===== src/ilod_pkg.sv =====
// Purpose: Shared constants and types for the indexed literal offset decoder.
// Assumes: 12-bit data address space, 16-bit instruction words.
// Notes:   Register offsets are byte addresses on a 32-bit APB slave.
package ilod_pkg;

   // ----------------------------------------------------------------------
   // Address space and decode limits
   // ----------------------------------------------------------------------
   localparam int          ADDR_W        = 12;
   localparam logic [7:0]  IDX_LIMIT     = 8'h5f;
   localparam logic [7:0]  ACCESS_SPLIT  = 8'h60;
   localparam logic [3:0]  ACCESS_HI_BNK = 4'hf;

   // ----------------------------------------------------------------------
   // Opcode field positions and patterns
   // ----------------------------------------------------------------------
   localparam int          ACC_BIT       = 8;
   localparam int          DST_BIT       = 9;
   localparam logic [5:0]  OPC_ADD       = 6'h09;
   localparam logic [3:0]  OPC_BSET      = 4'h8;
   localparam logic [6:0]  OPC_SETALL    = 7'h34;
   localparam logic [7:0]  ALL_ONES      = 8'hff;

   // ----------------------------------------------------------------------
   // Register map (byte addresses)
   // ----------------------------------------------------------------------
   localparam logic [11:0] REG_CTRL      = 12'h000;
   localparam logic [11:0] REG_PTR       = 12'h004;
   localparam logic [11:0] REG_BANK      = 12'h008;
   localparam logic [11:0] REG_INSN      = 12'h00c;
   localparam logic [11:0] REG_RESULT    = 12'h010;
   localparam logic [11:0] REG_STATUS    = 12'h014;
   localparam logic        CTRL_RST      = 1'b0;
   localparam logic [11:0] PTR_RST       = 12'h000;
   localparam logic [3:0]  BANK_RST      = 4'h0;
   localparam logic [15:0] INSN_RST      = 16'h0000;

   // ----------------------------------------------------------------------
   // Carried types
   // ----------------------------------------------------------------------
   typedef enum logic [1:0] {
      ILOD_OP_OTHER,
      ILOD_OP_ADD,
      ILOD_OP_BSET,
      ILOD_OP_SETALL
   } ilod_op_t;

   typedef struct packed {
      logic [11:0] addr;
      logic        indexed;
      logic        dest_file;
      logic [2:0]  bit_sel;
      ilod_op_t    op;
   } ilod_dec_t;

   typedef struct packed {
      logic neg;
      logic ovf;
      logic carry;
      logic dcarry;
      logic zero;
   } ilod_flags_t;

endpackage


===== src/ilod_decode.sv =====
// Summary of operation
// RULE1: Extended set also enables indexed offset addressing.
// RULE2: Access clear, field <=5Fh: pointer plus offset.
// RULE3: Fields above 5Fh keep direct addressing.
// RULE4: Extended off: access bank or bank-select addressing.
// RULE5: Applies to all access-bit instructions.
// RULE6: Zero pointer matches original access-bank map.
// RULE7: Indexed encodings carry a cleared access bit.
// RULE8: Destination bit: 0 working reg, 1 file.
// RULE9: Indexed add updates five flags, one cycle.
// RULE10: Indexed bit set leaves flags, one cycle.
// RULE11: Indexed set-all writes FFh, flags kept.
// RULE12: Config bit zero disables extended decoding.
// RULE13: Address is pointer plus zero-extended offset.
// RULE14: Address space spans 000h to FFFh.
//
// Purpose: Operand address decode and execution of three representative
//          file operations, with APB access to control, pointer, bank, last word, decode and flags.
// Assumes: Instruction words and file bytes arrive synchronous to clk.
// Notes:   Each issued word produces its decode and result one cycle later.
//
// Local design decisions: the APB interface to the registers and the register offsets.
`timescale 1ns/1ps
module ilod_decode (
   // Clock, reset and enable
   input  wire logic        clk,
   input  wire logic        sys_rst,
   input  wire logic        clk_en,
   // Configuration
   input  wire logic        extended_set_config_bit,
   // Instruction issue
   input  wire logic        insn_valid,
   input  wire logic [15:0] insn_word,
   input  wire logic [7:0]  acc_in,
   input  wire logic [7:0]  file_rdata,
   // APB slave
   input  wire logic        psel,
   input  wire logic        penable,
   input  wire logic        pwrite,
   input  wire logic [11:0] paddr,
   input  wire logic [31:0] pwdata,
   output logic [31:0]      prdata,
   output logic             pready,
   output logic             pslverr,
   // Decode and result
   output logic             res_valid,
   output logic [11:0]      eff_addr,
   output logic             res_indexed,
   output logic             res_to_file,
   output logic [7:0]       res_data,
   output logic             res_wr_file,
   output logic             res_wr_acc,
   output logic             res_flags_we,
   output logic [4:0]       res_flags
);

   // ----------------------------------------------------------------------
   // Decode helpers
   // ----------------------------------------------------------------------

   // Forms the operand address; offsets wrap inside the 4 KB space.
   function automatic ilod_pkg::ilod_dec_t dec_word(
      input logic [15:0] w, input logic ext, input logic [11:0] ptr,
      input logic [3:0] bank);
      ilod_pkg::ilod_dec_t d;
      d = '0;
      d.dest_file = w[ilod_pkg::DST_BIT]; // see RULE8
      d.bit_sel   = w[11:9];
      if (w[15:10] == ilod_pkg::OPC_ADD) begin
         d.op = ilod_pkg::ILOD_OP_ADD;
      end else if (w[15:12] == ilod_pkg::OPC_BSET) begin
         d.op = ilod_pkg::ILOD_OP_BSET;
         d.dest_file = 1'b1;
      end else if (w[15:9] == ilod_pkg::OPC_SETALL) begin
         d.op = ilod_pkg::ILOD_OP_SETALL;
         d.dest_file = 1'b1;
      end
      // Redirect only with config set, access clear and a low field.
      // see RULE1 see RULE2 see RULE3 see RULE5 see RULE7 see RULE12
      if (ext && !w[ilod_pkg::ACC_BIT] && w[7:0] <= ilod_pkg::IDX_LIMIT)
      begin
         d.indexed = 1'b1;
         d.addr    = ptr + {4'h0, w[7:0]}; // see RULE13 see RULE14
      end else if (w[ilod_pkg::ACC_BIT]) begin
         d.addr = {bank, w[7:0]}; // see RULE4
      end else if (w[7:0] < ilod_pkg::ACCESS_SPLIT) begin
         d.addr = {4'h0, w[7:0]}; // see RULE4 see RULE6
      end else begin
         d.addr = {ilod_pkg::ACCESS_HI_BNK, w[7:0]};
      end
      return d;
   endfunction

   // ----------------------------------------------------------------------
   // Register file state
   // ----------------------------------------------------------------------
   logic [11:0] ptr_ff, nxt_ptr;
   logic [3:0]  bank_ff, nxt_bank;
   logic        ext_sw_ff, nxt_ext_sw;
   logic [15:0] last_insn_ff, nxt_last_insn;
   logic [31:0] prdata_ff, nxt_prdata;
   logic        pready_ff, nxt_pready;
   logic        pslverr_ff, nxt_pslverr;
   logic        ext_en;
   logic        apb_acc;
   logic        apb_done;
   logic        known;

   // Both the pin and the software gate must be set; a cleared pin wins.
   assign ext_en  = extended_set_config_bit & ext_sw_ff; // see RULE12
   assign apb_acc = psel & penable & ~pready_ff;
   assign apb_done = psel & penable & pready_ff;
   assign known   = paddr inside {ilod_pkg::REG_CTRL, ilod_pkg::REG_PTR,
                    ilod_pkg::REG_BANK, ilod_pkg::REG_INSN,
                    ilod_pkg::REG_RESULT, ilod_pkg::REG_STATUS};

   // ----------------------------------------------------------------------
   // Execute pipeline state
   // ----------------------------------------------------------------------
   logic        rv_ff, nxt_rv;
   ilod_pkg::ilod_dec_t dec_ff, nxt_dec;
   logic [7:0]  data_ff, nxt_data;
   logic        wf_ff, nxt_wf;
   logic        wa_ff, nxt_wa;
   logic        fwe_ff, nxt_fwe;
   ilod_pkg::ilod_flags_t flg_ff, nxt_flg;

   // APB: one wait state, so every access completes in its second cycle.
   always_comb begin
      nxt_ptr       = ptr_ff;
      nxt_bank      = bank_ff;
      nxt_ext_sw    = ext_sw_ff;
      nxt_prdata    = prdata_ff;
      nxt_pready    = apb_acc;
      nxt_pslverr   = apb_acc & ~known;
      nxt_last_insn = last_insn_ff;
      if (insn_valid) begin
         nxt_last_insn = insn_word;
      end
      if (apb_acc) begin
         nxt_prdata = 32'h0000_0000;
         if (!pwrite) begin
            unique case (paddr)
               ilod_pkg::REG_CTRL:   nxt_prdata = {30'h0, ext_en, ext_sw_ff};
               ilod_pkg::REG_PTR:    nxt_prdata = {20'h0, ptr_ff};
               ilod_pkg::REG_BANK:   nxt_prdata = {28'h0, bank_ff};
               ilod_pkg::REG_INSN:   nxt_prdata = {16'h0, last_insn_ff};
               ilod_pkg::REG_RESULT: nxt_prdata = {19'h0, dec_ff.indexed,
                                                   dec_ff.addr};
               ilod_pkg::REG_STATUS: nxt_prdata = {27'h0, flg_ff};
               default:              nxt_prdata = 32'h0000_0000;
            endcase
         end
      end
      // Writes land at the completing edge, when the master sees pready.
      if (apb_done && pwrite) begin
         unique case (paddr)
            ilod_pkg::REG_CTRL: nxt_ext_sw = pwdata[0];
            ilod_pkg::REG_PTR:  nxt_ptr    = pwdata[11:0];
            ilod_pkg::REG_BANK: nxt_bank   = pwdata[3:0];
            default:            nxt_ptr    = ptr_ff;
         endcase
      end
   end

   // Register updates for the bus side.
   always_ff @(posedge clk) begin
      if (sys_rst) begin
         ptr_ff       <= ilod_pkg::PTR_RST;
         bank_ff      <= ilod_pkg::BANK_RST;
         ext_sw_ff    <= ilod_pkg::CTRL_RST;
         last_insn_ff <= ilod_pkg::INSN_RST;
         prdata_ff    <= 32'h0000_0000;
         pready_ff    <= 1'b0;
         pslverr_ff   <= 1'b0;
      end else if (clk_en) begin
         ptr_ff       <= nxt_ptr;
         bank_ff      <= nxt_bank;
         ext_sw_ff    <= nxt_ext_sw;
         last_insn_ff <= nxt_last_insn;
         prdata_ff    <= nxt_prdata;
         pready_ff    <= nxt_pready;
         pslverr_ff   <= nxt_pslverr;
      end
   end

   // Single-cycle execute of add, bit set and set-all.
   always_comb begin
      ilod_pkg::ilod_dec_t d;
      logic [8:0] sum;
      logic [4:0] low;
      d        = dec_word(insn_word, ext_en, ptr_ff, bank_ff);
      sum      = {1'b0, acc_in} + {1'b0, file_rdata};
      low      = {1'b0, acc_in[3:0]} + {1'b0, file_rdata[3:0]};
      nxt_rv   = insn_valid;
      nxt_dec  = insn_valid ? d : dec_ff;
      nxt_data = 8'h00;
      nxt_wf   = 1'b0;
      nxt_wa   = 1'b0;
      nxt_fwe  = 1'b0;
      nxt_flg  = flg_ff;
      if (insn_valid) begin
         unique case (d.op)
            ilod_pkg::ILOD_OP_ADD: begin // see RULE9
               nxt_data    = sum[7:0];
               nxt_wf      = d.dest_file;
               nxt_wa      = ~d.dest_file; // see RULE8
               nxt_fwe     = 1'b1;
               nxt_flg.neg    = sum[7];
               nxt_flg.ovf    = (acc_in[7] == file_rdata[7]) &&
                                (sum[7] != acc_in[7]);
               nxt_flg.carry  = sum[8];
               nxt_flg.dcarry = low[4];
               nxt_flg.zero   = (sum[7:0] == 8'h00);
            end
            ilod_pkg::ILOD_OP_BSET: begin // see RULE10
               nxt_data = file_rdata | (8'h01 << d.bit_sel);
               nxt_wf   = 1'b1;
            end
            ilod_pkg::ILOD_OP_SETALL: begin // see RULE11
               nxt_data = ilod_pkg::ALL_ONES;
               nxt_wf   = 1'b1;
            end
            ilod_pkg::ILOD_OP_OTHER: begin
               nxt_data = 8'h00;
            end
         endcase
      end
   end

   // Register updates for the execute side.
   always_ff @(posedge clk) begin
      if (sys_rst) begin
         rv_ff   <= 1'b0;
         dec_ff  <= '0;
         data_ff <= 8'h00;
         wf_ff   <= 1'b0;
         wa_ff   <= 1'b0;
         fwe_ff  <= 1'b0;
         flg_ff  <= '0;
      end else if (clk_en) begin
         rv_ff   <= nxt_rv;
         dec_ff  <= nxt_dec;
         data_ff <= nxt_data;
         wf_ff   <= nxt_wf;
         wa_ff   <= nxt_wa;
         fwe_ff  <= nxt_fwe;
         flg_ff  <= nxt_flg;
      end
   end

   // ----------------------------------------------------------------------
   // Outputs
   // ----------------------------------------------------------------------
   assign prdata       = prdata_ff;
   assign pready       = pready_ff;
   assign pslverr      = pslverr_ff;
   assign res_valid    = rv_ff;
   assign eff_addr     = dec_ff.addr;
   assign res_indexed  = dec_ff.indexed;
   assign res_to_file  = dec_ff.dest_file;
   assign res_data     = data_ff;
   assign res_wr_file  = wf_ff;
   assign res_wr_acc   = wa_ff;
   assign res_flags_we = fwe_ff;
   assign res_flags    = flg_ff;

   // ----------------------------------------------------------------------
   // Checks
   // ----------------------------------------------------------------------
   property p_idx_addr;
      @(posedge clk) disable iff (sys_rst)
      (clk_en && insn_valid && ext_en && !insn_word[8] &&
       insn_word[7:0] <= 8'h5f) |=> (res_indexed &&
       eff_addr == $past(ptr_ff) + {4'h0, $past(insn_word[7:0])});
   endproperty
   a_idx_addr: assert property (p_idx_addr) // see RULE2
      else $error("indexed address wrong");

   property p_high_direct;
      @(posedge clk) disable iff (sys_rst)
      (clk_en && insn_valid && !insn_word[8] && insn_word[7:0] > 8'h5f)
      |=> !res_indexed && eff_addr[7:0] == $past(insn_word[7:0]);
   endproperty
   a_high_direct: assert property (p_high_direct) // see RULE3
      else $error("high field redirected");

   property p_bank;
      @(posedge clk) disable iff (sys_rst)
      (clk_en && insn_valid && insn_word[8]) |=>
      eff_addr == {$past(bank_ff), $past(insn_word[7:0])};
   endproperty
   a_bank: assert property (p_bank) // see RULE4
      else $error("bank address wrong");

   property p_cfg_off;
      @(posedge clk) disable iff (sys_rst)
      (clk_en && insn_valid && !extended_set_config_bit) |=> !res_indexed;
   endproperty
   a_cfg_off: assert property (p_cfg_off) // see RULE12
      else $error("indexed with config clear");

   property p_setall;
      @(posedge clk) disable iff (sys_rst)
      (clk_en && insn_valid && insn_word[15:9] == 7'h34) |=>
      (res_data == 8'hff && res_wr_file && !res_flags_we);
   endproperty
   a_setall: assert property (p_setall) // see RULE11
      else $error("set-all wrong");

   property p_bset;
      @(posedge clk) disable iff (sys_rst)
      (clk_en && insn_valid && insn_word[15:12] == 4'h8) |=>
      (res_data[$past(insn_word[11:9])] && !res_flags_we &&
       $stable(res_flags));
   endproperty
   a_bset: assert property (p_bset) // see RULE10
      else $error("bit set wrong");

   property p_add_dest;
      @(posedge clk) disable iff (sys_rst)
      (clk_en && insn_valid && insn_word[15:10] == 6'h09) |=>
      (res_flags_we && res_wr_acc == !$past(insn_word[9]) &&
       res_data == $past(acc_in) + $past(file_rdata));
   endproperty
   a_add_dest: assert property (p_add_dest) // see RULE9 see RULE8
      else $error("add result wrong");

   property p_apb;
      @(posedge clk) disable iff (sys_rst)
      (clk_en && psel && penable && !pready) |=> pready ##1 !pready;
   endproperty
   a_apb: assert property (p_apb)
      else $error("apb answer timing wrong");

endmodule


===== config.mk =====
export PLATFORM = sky130hd
export DESIGN_NAME = ilod_decode
export DESIGN_NICKNAME = d
export VERILOG_FILES = /design/src/ilod_pkg.sv /design/src/ilod_decode.sv
export SDC_FILE = /design/constraint.sdc
export NUM_CORES = 1
export LEC_CHECK = 0
export BUFFER_PORTS_ARGS = -buffer_cell sky130_fd_sc_hd__clkbuf_2
export CAP_MARGIN = 20
export CORE_MARGIN = 2
export CORE_UTILIZATION = 55
export CTS_CLUSTER_SIZE = 25
export DETAILED_ROUTE_END_ITERATION = 12
export PLACE_DENSITY = 0.88
export SYNTH_ARGS = -nofsm -noshare
export SYNTH_HDL_FRONTEND = slang
export SYNTH_SLANG_ARGS = --single-unit

===== constraint.sdc =====
create_clock -name clk -period 4.5 [get_ports clk]
set_input_delay 0.675 -clock clk [delete_from_list [all_inputs] [get_ports clk]]
set_output_delay 0.675 -clock clk [all_outputs]
set_load 0.005 [all_outputs]

# [Word level (Yosys, flattened, before mapping)]
# Index checks and enable logic that the tools add are counted.
[op_classes] n_addsub=3 magnitude_cmp=2 eq_ne=13 shifts=1 muxes=20 n_bitwise=9 reduce_logical=16
[ops] operator="case mux 16 bit (6 select lines)" count=1
[ops] operator="two-way mux 12 bit" count=3
[ops] operator="case mux 8 bit (4 select lines)" count=1
[ops] operator="equality test 12 x 4 -> 1 bit (second input constant)" count=2
[ops] operator="equality test 12 x 5 -> 1 bit (second input constant)" count=2
[ops] operator="two-way mux 16 bit" count=1
[ops] operator="adder 12 x 8 -> 12 bit" count=1
[ops] operator="equality test 12 x 3 -> 1 bit (second input constant)" count=1
[ops] operator="zero test 12 bit" count=1
[ops] operator="AND reduction 3 bit" count=4
[ops] operator="adder 8 x 8 -> 9 bit" count=1
[ops] operator="two-way mux 1 bit" count=9
[ops] operator="<= comparator 8 x 7 -> 1 bit (second input constant)" count=1
[ops] operator="zero test 8 bit" count=1
[ops] operator="< comparator 8 x 7 -> 1 bit (second input constant)" count=1
[ops] operator="two-way mux 8 bit" count=1
[ops] operator="OR 8 bit" count=1
[ops] operator="left shift 1 x 3 -> 8 bit (first input constant)" count=1
[ops] operator="equality test 7 x 6 -> 1 bit (second input constant)" count=1
[ops] operator="equality test 6 x 4 -> 1 bit (second input constant)" count=1
[ops] operator="two-way mux 2 bit" count=3
[ops] operator="nonzero test 6 bit" count=1
[ops] operator="adder 4 x 4 -> 5 bit" count=1
[ops] operator="AND 1 bit" count=5
[ops] operator="other kinds (12)" count=19
[word_totals] regBits=98 inputBits=84 out_inout_bits=65 word_cells=84

# [Depth between registers and ports, before layout]
# Gate-level depths: netlist of the first run.
[depth] ltp_word=8 ltp_mapped=9 mapped_depth_nobuf=9

# [Worst setup path after synthesis of the first run]
# OpenSTA, ideal clock, no wires.
[synth_timing] path_type="input-to-reg" from="in acc_in[0]" to="reg flg_ff (netlist bit res_flags[0])" setup_time_ns=0.057 arrival_time_ns=2.449 t_required_ns=4.443 path_slack_ns=1.994 stages=7 path_buffers=0 cell_sequence="ha_1 fa_1 xor2_1 or4_1 or4_1 nor3_1 a21o_1"
[synth_between] elab_chain_cells=2
[synth_rtl] item="start: declaration" line_no="ilod_decode.sv:34" rtl="input wire logic [7:0] acc_in,"
[synth_rtl] item="adder 8 x 8 -> 9 bit" line_no="ilod_decode.sv:193" rtl="sum = {1'b0, acc_in} + {1'b0, file_rdata};"
[synth_rtl] item="zero test 8 bit" line_no="ilod_decode.sv:214" rtl="nxt_flg.zero = (sum[7:0] == 8'h00);"
[synth_rtl] item="end signal: assignment" line_no="ilod_decode.sv:248" rtl="flg_ff <= nxt_flg;"
[synth_rtl] item="end: declaration" line_no="ilod_decode.sv:126" rtl="ilod_pkg::ilod_flags_t flg_ff, nxt_flg;"
# Every way passes these cells.
# A chain may end at the register's enable or synchronous reset.

# [Final worst setup path of the first run]
# Same ends and word-level chain as after synthesis.

==> results of run 1 <==
==> synth_stat cells, drive strengths merged, types with 2 or more instances <==
cell,number,share of area (%)
nor3,9,1.0
o31ai,2,0.34
nor3b,2,0.45
fa,2,0.91
a21oi,62,7.1
mux2i,17,3.9
o21ai,27,3.1
nand3,7,0.91
nand2b,4,0.57
a31oi,15,2.1
o211ai,3,0.51
o21a,4,0.68
o32ai,3,0.60
nor4,2,0.28
or4,2,0.34
and2,3,0.43
or3,6,1.0
a221oi,4,0.80
mux2,2,0.51
nor2,54,4.6
ha,16,4.5
nor2b,5,0.71
dfxtp,82,37
inv,8,0.68
nand2,88,7.5
o21bai,3,0.51
a211oi,10,1.7
xor2,7,1.4
a32o,2,0.45
a22oi,16,2.7
a21o,2,0.34
buf,24,3.8
clkbuf,26,2.2
and3,3,0.43
xnor2,8,1.6
o22ai,6,0.85
or3b,2,0.40
==> critical path, cell delays in order <==
cell and delay (ns):
clkbuf_2 0.08, ha_1 0.23, fa_1 0.42, xor2_1 0.19
or4_1 0.40, or4_1 0.41, nor3_1 0.14, a21o_1 0.13
==> through the flow <==
stage               instance area (sq um)  instances  util, %  total power, uW  worst slack, ns
floorplan                            4460        566        -              898             1.99
global placement                     4910        734     63.6              956             1.81
detailed placement                   4910        734     63.6              964             1.79
CTS                                  5100        750     66.0             1470             2.13
global route                         5110        751     66.1             1530             2.03
finish                               5110        751     66.1             1480             2.12
==> where the power goes <==
group,internal (uW),total (uW),switching [uW]
Combinational,76.7,201,124
Clock,255,525,270
Sequential,741,752,11.6
==> sequential cells by signal, indices dropped and copies added, names as in the netlist <==
name / count
bank_ff: 4
eff_addr: 12
ext_sw_ff: 1
last_insn_ff: 16
prdata: 16
pready: 1
pslverr: 1
ptr_ff: 12
res_data: 8
res_flags: 5
res_flags_we: 1
res_indexed: 1
res_to_file: 1
res_valid: 1
res_wr_acc: 1
res_wr_file: 1
==> layout make-up <==
class,count,area [sq um]
clock buffer,11,131
clock inverter,5,55.1
fill,646,2620
inverter,8,30.0
multi-input combinational,426,2520
sequential,82,1640
tap,102,128
timing repair buffer,117,602
==> kinds of logic after synthesis <==
family	after synthesis	share of synthesized area, %
xor+xnor	15	2.99
mux	20	4.89
fa+ha+maj	18	5.46
other cells	1	0.0852
buf+inv	58	6.65
flops	82	37.3
simple gates	192	19.6
compound gates	165	23.0
==> worst max-delay path by stage <==
stage             startpoint                        end  cells past startpoint  slack, ns
2_1_floorplan      acc_in[0]  res_flags[0]$_SDFFE_PP0P_                      7       1.99
3_3_place_gp       acc_in[0]  res_flags[0]$_SDFFE_PP0P_                      8       1.81
3_5_place_dp       acc_in[0]  res_flags[0]$_SDFFE_PP0P_                      8       1.79
4_1_cts            acc_in[0]  res_flags[0]$_SDFFE_PP0P_                      8       2.13
5_1_grt        file_rdata[0]  res_flags[0]$_SDFFE_PP0P_                      8       2.03
6_report           acc_in[0]  res_flags[0]$_SDFFE_PP0P_                      8       2.12
==> per-layer routing <==
| layer | global-route usage [%] | vias up | share of wire [%] |
|---|---|---|---|
| met5 | 0 | - | 0 |
| met4 | 12.5 | 0 | 3.3 |
| met3 | 4.35 | 33 | 8.7 |
| met2 | 45.7 | 260 | 47 |
| met1 | 37.7 | 2117 | 41 |
| li1 | - | 2116 | - |
==> flow_summary_export.csv, run 1 <==
group,metric,value,unit
cts,cts_sinks,82,
final_layout,final_common_cell,"clkbuf_2",
drt,viasPerCell,6.03,
yosys,yosysSeqAreaShare,37.3,%
place,portBuffers,112,
power_and_ir_drop,leakage,0.00212,uW
cts,path_clk_slew,0.08,ns
final_layout,area_growth,16.1,%
setup_path,crit_arrival,2.68,ns
yosys,yosysWarnings,0,
cts,h-tree-depth,3,
drt,num_vias,4526,
drt,drt_iter0_markers,382,
timing,setup_violations,0,
timing,post-route-period-util,52.9,%
timing,max_freq,420,MHz
cts,ctsResizeCount,0,
setup_path,reg2regPathDepth,7,
power_and_ir_drop,p_per_area,289,nW/um^2
min_path,min_path_cells,2,
setup_path,worst-path-max-fanout,2,
cts,clk_latency,0.36,ns
yosys,postSynthAreaPerCell,7.99,sq um
yosys,async_flop_share,0,%
drt,firstDrtPassIters,6,
cts,cts_tree,"built",
die,row_count,32,
final_layout,finalNetCount,746,
setup_path,regToRegSetupSlack,2.39,ns
yosys,syn-cell-area,4400,sq um
die,die_x,93.4,um
place,dpl.hpwl,9030,um
timing,max_slew_margin,29.3,%
drt,drc,0,
yosys,synth_edf_count,0,
timing,rsz0062_at_grt,"false",
min_path,min_to,"prdata[11]$_SDFFE_PP0P_",
die,io_pins,149,
place,place.gp.congestion,0.901,
grt,antenna_found_initial,0,
drt,finalWirelength,12500,um
yosys,ys.flop_type,"dfxtp_1",
power_and_ir_drop,vdd_drop_max,0.174,mV
setup_path,crit_type,"in -> reg",
cts,cts_buffers,9,
cts,post-cts-setup-buffers,0,
setup_path,setup.worst_path.end_class,"register",
die,dieArea,8730,sq um
grt,grt-ovfl-total,0,
timing,min_period,2.38,ns
yosys,ys_ff_latch,82,
setup_path,regToRegStartpoint,"ptr_ff[6]$_SDFFE_PP0P_",
setup_path,cp_data_required_time,4.80,ns
timing,worst_slew_pin_slew,1.06,ns
cts,cts_root_buffer,"clkbuf_8",
timing,setup_tns,0,ns
cts,cts_hold_buf,0,
grt,grt_start_max_net_pins,76,
min_path,holdCritPathClass,"reg -> reg",
final_layout,drive_gt1_share,22.0,%
outcome,status,"completed",
grt,grt_pass1_wl,19700,um
flow_run,cap_violations,0,
die,fp.dieH,93.4,um
timing,timing.hold.ws,0.459,ns
grt,grt_pass1_vias,4119,
setup_path,start_kind,"input pin",
final_layout,diodes,0,
final_layout,layout_common_cells,"clkbuf_2, nand2_1, dfxtp_1",
setup_path,reg2reg_to,"eff_addr[11]$_SDFFE_PP0P_",
yosys,syn_inst,551,
die,core,7730,sq um
grt,grt_use_total,28.4,%
timing,hold_violations,0,
drt,antenna_left,0,
cts,clock_path_buffers,2,
drt,wl_per_cell,16.7,um
min_path,hold_start,"prdata[11]$_SDFFE_PP0P_",
timing,skew,0.00852,ns
timing,drv_slew,0,
yosys,yosys.cell_types.count,57,
die,start_util,56.9,%
No activity file was read; power rests on OpenSTA's default activity.
==> run 2: changes to the inputs <==
--- a/config.mk
+++ b/config.mk
@@ -8,10 +8,10 @@
 export BUFFER_PORTS_ARGS = -buffer_cell sky130_fd_sc_hd__clkbuf_2
 export CAP_MARGIN = 20
 export CORE_MARGIN = 2
-export CORE_UTILIZATION = 55
+export CORE_UTILIZATION = 46
 export CTS_CLUSTER_SIZE = 25
 export DETAILED_ROUTE_END_ITERATION = 12
-export PLACE_DENSITY = 0.88
+export PLACE_DENSITY = 0.79
 export SYNTH_ARGS = -nofsm -noshare
 export SYNTH_HDL_FRONTEND = slang
 export SYNTH_SLANG_ARGS = --single-unit
==> constraint.sdc (replaced) <==
create_clock -name clk -period 2.15 [get_ports clk]
set_input_delay 0.3225 -clock clk [delete_from_list [all_inputs] [get_ports clk]]
set_output_delay 0.3225 -clock clk [all_outputs]
set_load 0.005 [all_outputs]
==> run 2 against run 1 <==
Net effect: power rose by 110%; critical endpoint is now eff_addr[10]$_SDFFE_PP0P_; non-clock buffer count rose by 24; sequential share of layout area fell by 1.4 points; flip-flop and latch count did not move; count of clock-buffer cells in the layout fell by 2; clock skew rose by 0.0043 ns; via count fell by 1.2%; register-to-register slack got worse by 2.3 ns; wire length rose by 2.2%; largest cell class unchanged; largest power group unchanged; critical path type is now reg -> reg.
==> flow_summary_export.csv, run 2 (synthesis gave the netlist of run 1 again) <==
group,metric,value,unit
grt,grt_use_total,25.0,%
min_path,min_to,"ptr_ff[6]$_SDFFE_PP0P_",
drt,antenna_left,0,
die,dieArea,10400,sq um
setup_path,setup.worst_path.end_class,"register",
power_and_ir_drop,leakage,0.00224,uW
setup_path,worstPathCellList,"ha_1 -> nor2b_2 -> o31a_1 -> o221a_2 -> o211ai_1 -> xor2_1 -> o32ai_1",
timing,setup_violations,0,
drt,drt_iter0_markers,349,
timing,hold_violations,0,
grt,grt_pass1_vias,4196,
drt,drc,0,
power_and_ir_drop,p_per_area,572,nW/um^2
final_layout,drive_gt1_share,26.3,%
place,portBuffers,112,
setup_path,start_kind,"register",
power_and_ir_drop,vdd_drop_max,0.411,mV
cts,cts_tree,"built",
flow_run,cap_violations,0,
setup_path,critical-path-slowest-cell,"ha_1",
cts,cts_root_buffer,"clkbuf_8",
final_layout,layout_common_cells,"clkbuf_2, nand2_1, dfxtp_1",
timing,worst_slew_pin_slew,0.570,ns
min_path,holdCritPathClass,"in -> reg",
place,post_dp_cell_area,5140,sq um
cts,cts_sinks,82,
grt,antenna_found_initial,0,
cts,cts_buffers,9,
die,die_x,102,um
setup_path,reg2reg_to,"eff_addr[10]$_SDFFE_PP0P_",
setup_path,crit_buf_inv,0,
timing,drv_slew,0,
setup_path,crit_path_start,"ptr_ff[2]$_SDFFE_PP0P_",
power_and_ir_drop,power_frac_comb,14.7,%
grt,grt_pass1_wl,20300,um
place,dpl.hpwl,9630,um
timing,rsz0062_at_grt,"false",
place,dp.cells,785,
setup_path,cpPeakStageDelay,0.35,ns
grt,grt-ovfl-total,0,
drt,firstDrtPassIters,6,
power_and_ir_drop,clockPowerShare,33.9,%
final_layout,stdcell_count,802,
timing,skew,0.0128,ns
power_and_ir_drop,p_seq_share,51.4,%
cts,clock_path_buffers,2,
cts,cts_hold_buf,0,
setup_path,worst-path-max-fanout,4,
min_path,hold_start,"pwdata[6]",
final_layout,diodes,0,
die,io_pins,149,
outcome,status,"completed",
timing,setup_slack,0.0652,ns
timing,max_slew_margin,62.0,%
grt,grt_start_max_net_pins,76,
final_layout,design_area,5350,sq um
final_layout,final_common_cell,"clkbuf_2",
die,start_util,47.6,%
place,place.gp.congestion,0.922,
setup_path,regToRegSetupSlack,0.07,ns
power_and_ir_drop,internal_power,2160,uW
setup_path,reg2regPathDepth,7,
die,core,9240,sq um
die,fp.dieH,102,um
place,pre_cts_slack,-0.200,ns
drt,num_vias,4472,
setup_path,regToRegStartpoint,"ptr_ff[2]$_SDFFE_PP0P_",
timing,post-route-period-util,97.0,%
cts,h-tree-depth,3,
setup_path,cp_top_family,"compound AO/OA/AOI/OAI gates",
cts,clk_latency,0.37,ns
cts,ctsResizeCount,0,
setup_path,crit_arrival,2.33,ns
min_path,min_path_cells,3,
power_and_ir_drop,p_sw,902,uW
drt,wl_per_cell,16.0,um
cts,post-cts-setup-buffers,0,
die,row_count,35,
drt,finalWirelength,12800,um
setup_path,crit_type,"reg -> reg",
final_layout,area_growth,21.6,%
timing,min_period,2.08,ns
drt,viasPerCell,5.58,
timing,max_freq,480,MHz
setup_path,cp_data_required_time,2.40,ns
setup_path,cp.depth,7,
cts,path_clk_slew,0.09,ns
final_layout,finalNetCount,770,
power_and_ir_drop,netSwitchingFraction,29.5,%
## run 2: cell count changes in the layout (fill, tap and decap cells not counted), sizes merged
cell	delta
clkbuf	-2
clkinv	+2
bufinv	-1
buf	+24
inv	+1
## run 2: layer usage
layer / share of wire (%) / vias up / GRT usage (%)
met2: 48 / 186 / 41.0
met1: 43 / 2085 / 32.4
met4: 2.3 / 0 / 8.94
met5: 0 / - / 0
met3: 7.0 / 27 / 5.24
li1: - / 2174 / -
## run 2: worst max-delay path by stage
stage	to	slack [ns]
after floorplan	res_flags[0]$_SDFFE_PP0P_	0.05
after global placement	res_flags[0]$_SDFFE_PP0P_	-0.13
after detailed placement	res_flags[0]$_SDFFE_PP0P_	-0.20
after CTS	eff_addr[10]$_SDFFE_PP0P_	0.04
after global routing	eff_addr[10]$_SDFFE_PP0P_	0.009
final	eff_addr[10]$_SDFFE_PP0P_	0.07
## run 2: layout make-up
cell class                 instances  area [sq um]
inverter                           8          30.0
clock buffer                       9           124
sequential                        82          1640
clock inverter                     7          55.1
multi-input combinational        426          2540
timing repair buffer             141           791
tap                              129           161
fill                             840          3890
## run 2: through the flow
stage / utilization [%] / power, uW / hold slack [ns] / TNS, ns
3_3_place_gp: 55.6 / 2030 / 0.440 / -0.557
4_1_cts: 57.6 / 3060 / 0.165 / 0
2_1_floorplan: - / 1880 / 0.433 / 0
3_5_place_dp: 55.6 / 2040 / 0.446 / -1.28
6_report: 57.9 / 3060 / 0.159 / 0
5_1_grt: 57.9 / 3170 / 0.180 / 0
## run 2: power groups by stage
stage / clock network, uW / registers (uW) / logic [uW]
final: 1040 / 1570 / 449
after global routing: 1100 / 1580 / 494
after CTS: 1040 / 1570 / 438
after detailed placement: 0 / 1610 / 435
after global placement: 0 / 1610 / 424
after floorplan: 0 / 1600 / 275
## run 2: worst reg2reg max path, cell delays in order, from the launching register on
cell and delay [ns]:
dfxtp_1 0.34, ha_1 0.35, nor2b_2 0.19, o31a_1 0.33
o221a_2 0.28, o211ai_1 0.19, xor2_1 0.18, o32ai_1 0.10
==> run 3: changes to the inputs <==
--- a/config.mk
+++ b/config.mk
@@ -12,6 +12,7 @@
 export CTS_CLUSTER_SIZE = 25
 export DETAILED_ROUTE_END_ITERATION = 12
 export PLACE_DENSITY = 0.79
+export REMOVE_ABC_BUFFERS = 1
 export SYNTH_ARGS = -nofsm -noshare
 export SYNTH_HDL_FRONTEND = slang
 export SYNTH_SLANG_ARGS = --single-unit
==> run 3 against run 2 <==
Net effect: clock power grew 4%; critical path depth grew 1; cell count shrank 0.50%; largest power group unchanged.
==> flow_summary_export.csv, run 3 (synthesis gave the netlist of run 1 again) <==
group,metric,value,unit
outcome,status,"completed",
grt,grt_start_max_net_pins,76,
timing,max_freq,477,MHz
final_layout,stdcell_count,798,
final_layout,post-route-util,57.8,%
cts,cts_tree,"built",
final_layout,drive_gt1_share,25.6,%
setup_path,start_kind,"input pin",
grt,grt_pass1_vias,4043,
setup_path,cp_data_required_time,2.46,ns
power_and_ir_drop,total_power,3110,uW
final_layout,diodes,0,
min_path,holdCritPathClass,"in -> reg",
timing,setup_slack,0.0550,ns
die,core,9240,sq um
final_layout,finalNetCount,767,
power_and_ir_drop,vdd_drop_max,0.280,mV
drt,finalWirelength,12600,um
place,pre_cts_slack,-0.229,ns
final_layout,layout_common_cells,"clkbuf_2, nand2_1, dfxtp_1",
cts,cts_root_buffer,"clkbuf_8",
timing,rsz0062_at_grt,"false",
place,portBuffers,112,
timing,hold_violations,0,
setup_path,setup.worst_path.end_class,"register",
die,io_pins,149,
timing,min_period,2.09,ns
timing,max_slew_margin,27.7,%
final_layout,area_growth,21.4,%
place,dp.cells,782,
timing,worst_slew_pin_slew,1.08,ns
cts,cts_buffers,9,
power_and_ir_drop,leakage,0.00226,uW
cts,path_clk_slew,0.08,ns
setup_path,crit_type,"in -> reg",
setup_path,crit_arrival,2.40,ns
drt,drc,0,
die,row_count,35,
place,dpl.hpwl,9600,um
timing,setup_violations,0,
die,fp.dieH,102,um
drt,num_vias,4419,
drt,antenna_left,0,
cts,clock_path_buffers,2,
grt,antenna_found_initial,0,
cts,clk_latency,0.36,ns
flow_run,cap_violations,0,
final_layout,final_common_cell,"clkbuf_2",
setup_path,worst-path-max-fanout,2,
drt,viasPerCell,5.54,
die,start_util,47.6,%
timing,setup_tns,0,ns
setup_path,reg2regPathDepth,7,
timing,skew,0.00717,ns
timing,post-route-period-util,97.4,%
drt,firstDrtPassIters,5,
grt,grt-ovfl-total,0,
place,place.gp.congestion,0.927,
drt,drt_iter0_markers,321,
power_and_ir_drop,p_per_area,581,nW/um^2
cts,h-tree-depth,3,
min_path,min_path_cells,3,
cts,cts_sinks,82,
cts,cts_hold_buf,0,
die,dieArea,10400,sq um
grt,grt_use_total,24.4,%
drt,wl_per_cell,15.8,um
die,die_x,102,um
grt,grt_pass1_wl,19800,um
timing,drv_slew,0,
-- run 3: stage by stage --
stage | area [sq um] | hold slack, ns
6_report | 5340 | 0.182
5_1_grt | 5340 | 0.198
4_1_cts | 5310 | 0.178
3_5_place_dp | 5120 | 0.445
3_3_place_gp | 5120 | 0.440
2_1_floorplan | 4190 | 0.392
-- run 3: path summary, 6_finish.rpt --
kind | from | to | slack, ns
setup reg to reg | ptr_ff[6]$_SDFFE_PP0P_ | eff_addr[11]$_SDFFE_PP0P_ | 0.06
hold reg to reg | prdata[8]$_SDFFE_PP0P_ | prdata[8]$_SDFFE_PP0P_ | 0.46
setup / recovery | acc_in[0] | res_flags[0]$_SDFFE_PP0P_ | 0.06
hold / removal | pwdata[8] | ptr_ff[8]$_SDFFE_PP0P_ | 0.18
-- run 3: layer usage --
metal | global-route usage (%) | wire length [um]
met4 | 7.69 | 269
met1 | 33.6 | 5640
met2 | 38.7 | 5940
met3 | 4.69 | 797
met5 | 0 | 0
-- run 3: final cells by class --
class,instances,area (sq um)
clock buffer,13,179
clock inverter,2,10.0
fill,835,3900
inverter,8,30.0
multi-input combinational,426,2550
sequential,82,1640
tap,129,161
timing repair buffer,138,768
-- run 3: power breakdown --
group	internal, uW	switching [uW]	total [uW]	leakage, uW
Combinational	183	265	449	0.00149
Sequential	1550	22.2	1570	0.000666
Clock	537	548	1080	0.000101
Total	2270	835	3110	0.00226
-- run 3: worst max-delay path: stages --
cell	delay [ns]
clkbuf_2	0.09
ha_1	0.22
fa_1	0.42
xor2_1	0.19
or4_1	0.41
or4_1	0.42
nor3_1	0.19
a21o_1	0.15
-- run 3: what timing repair did --
action,4_1_cts,5_1_grt
gates resized for setup,0,7
setup buffers,0,1
endpoints found under the setup margin,0,4
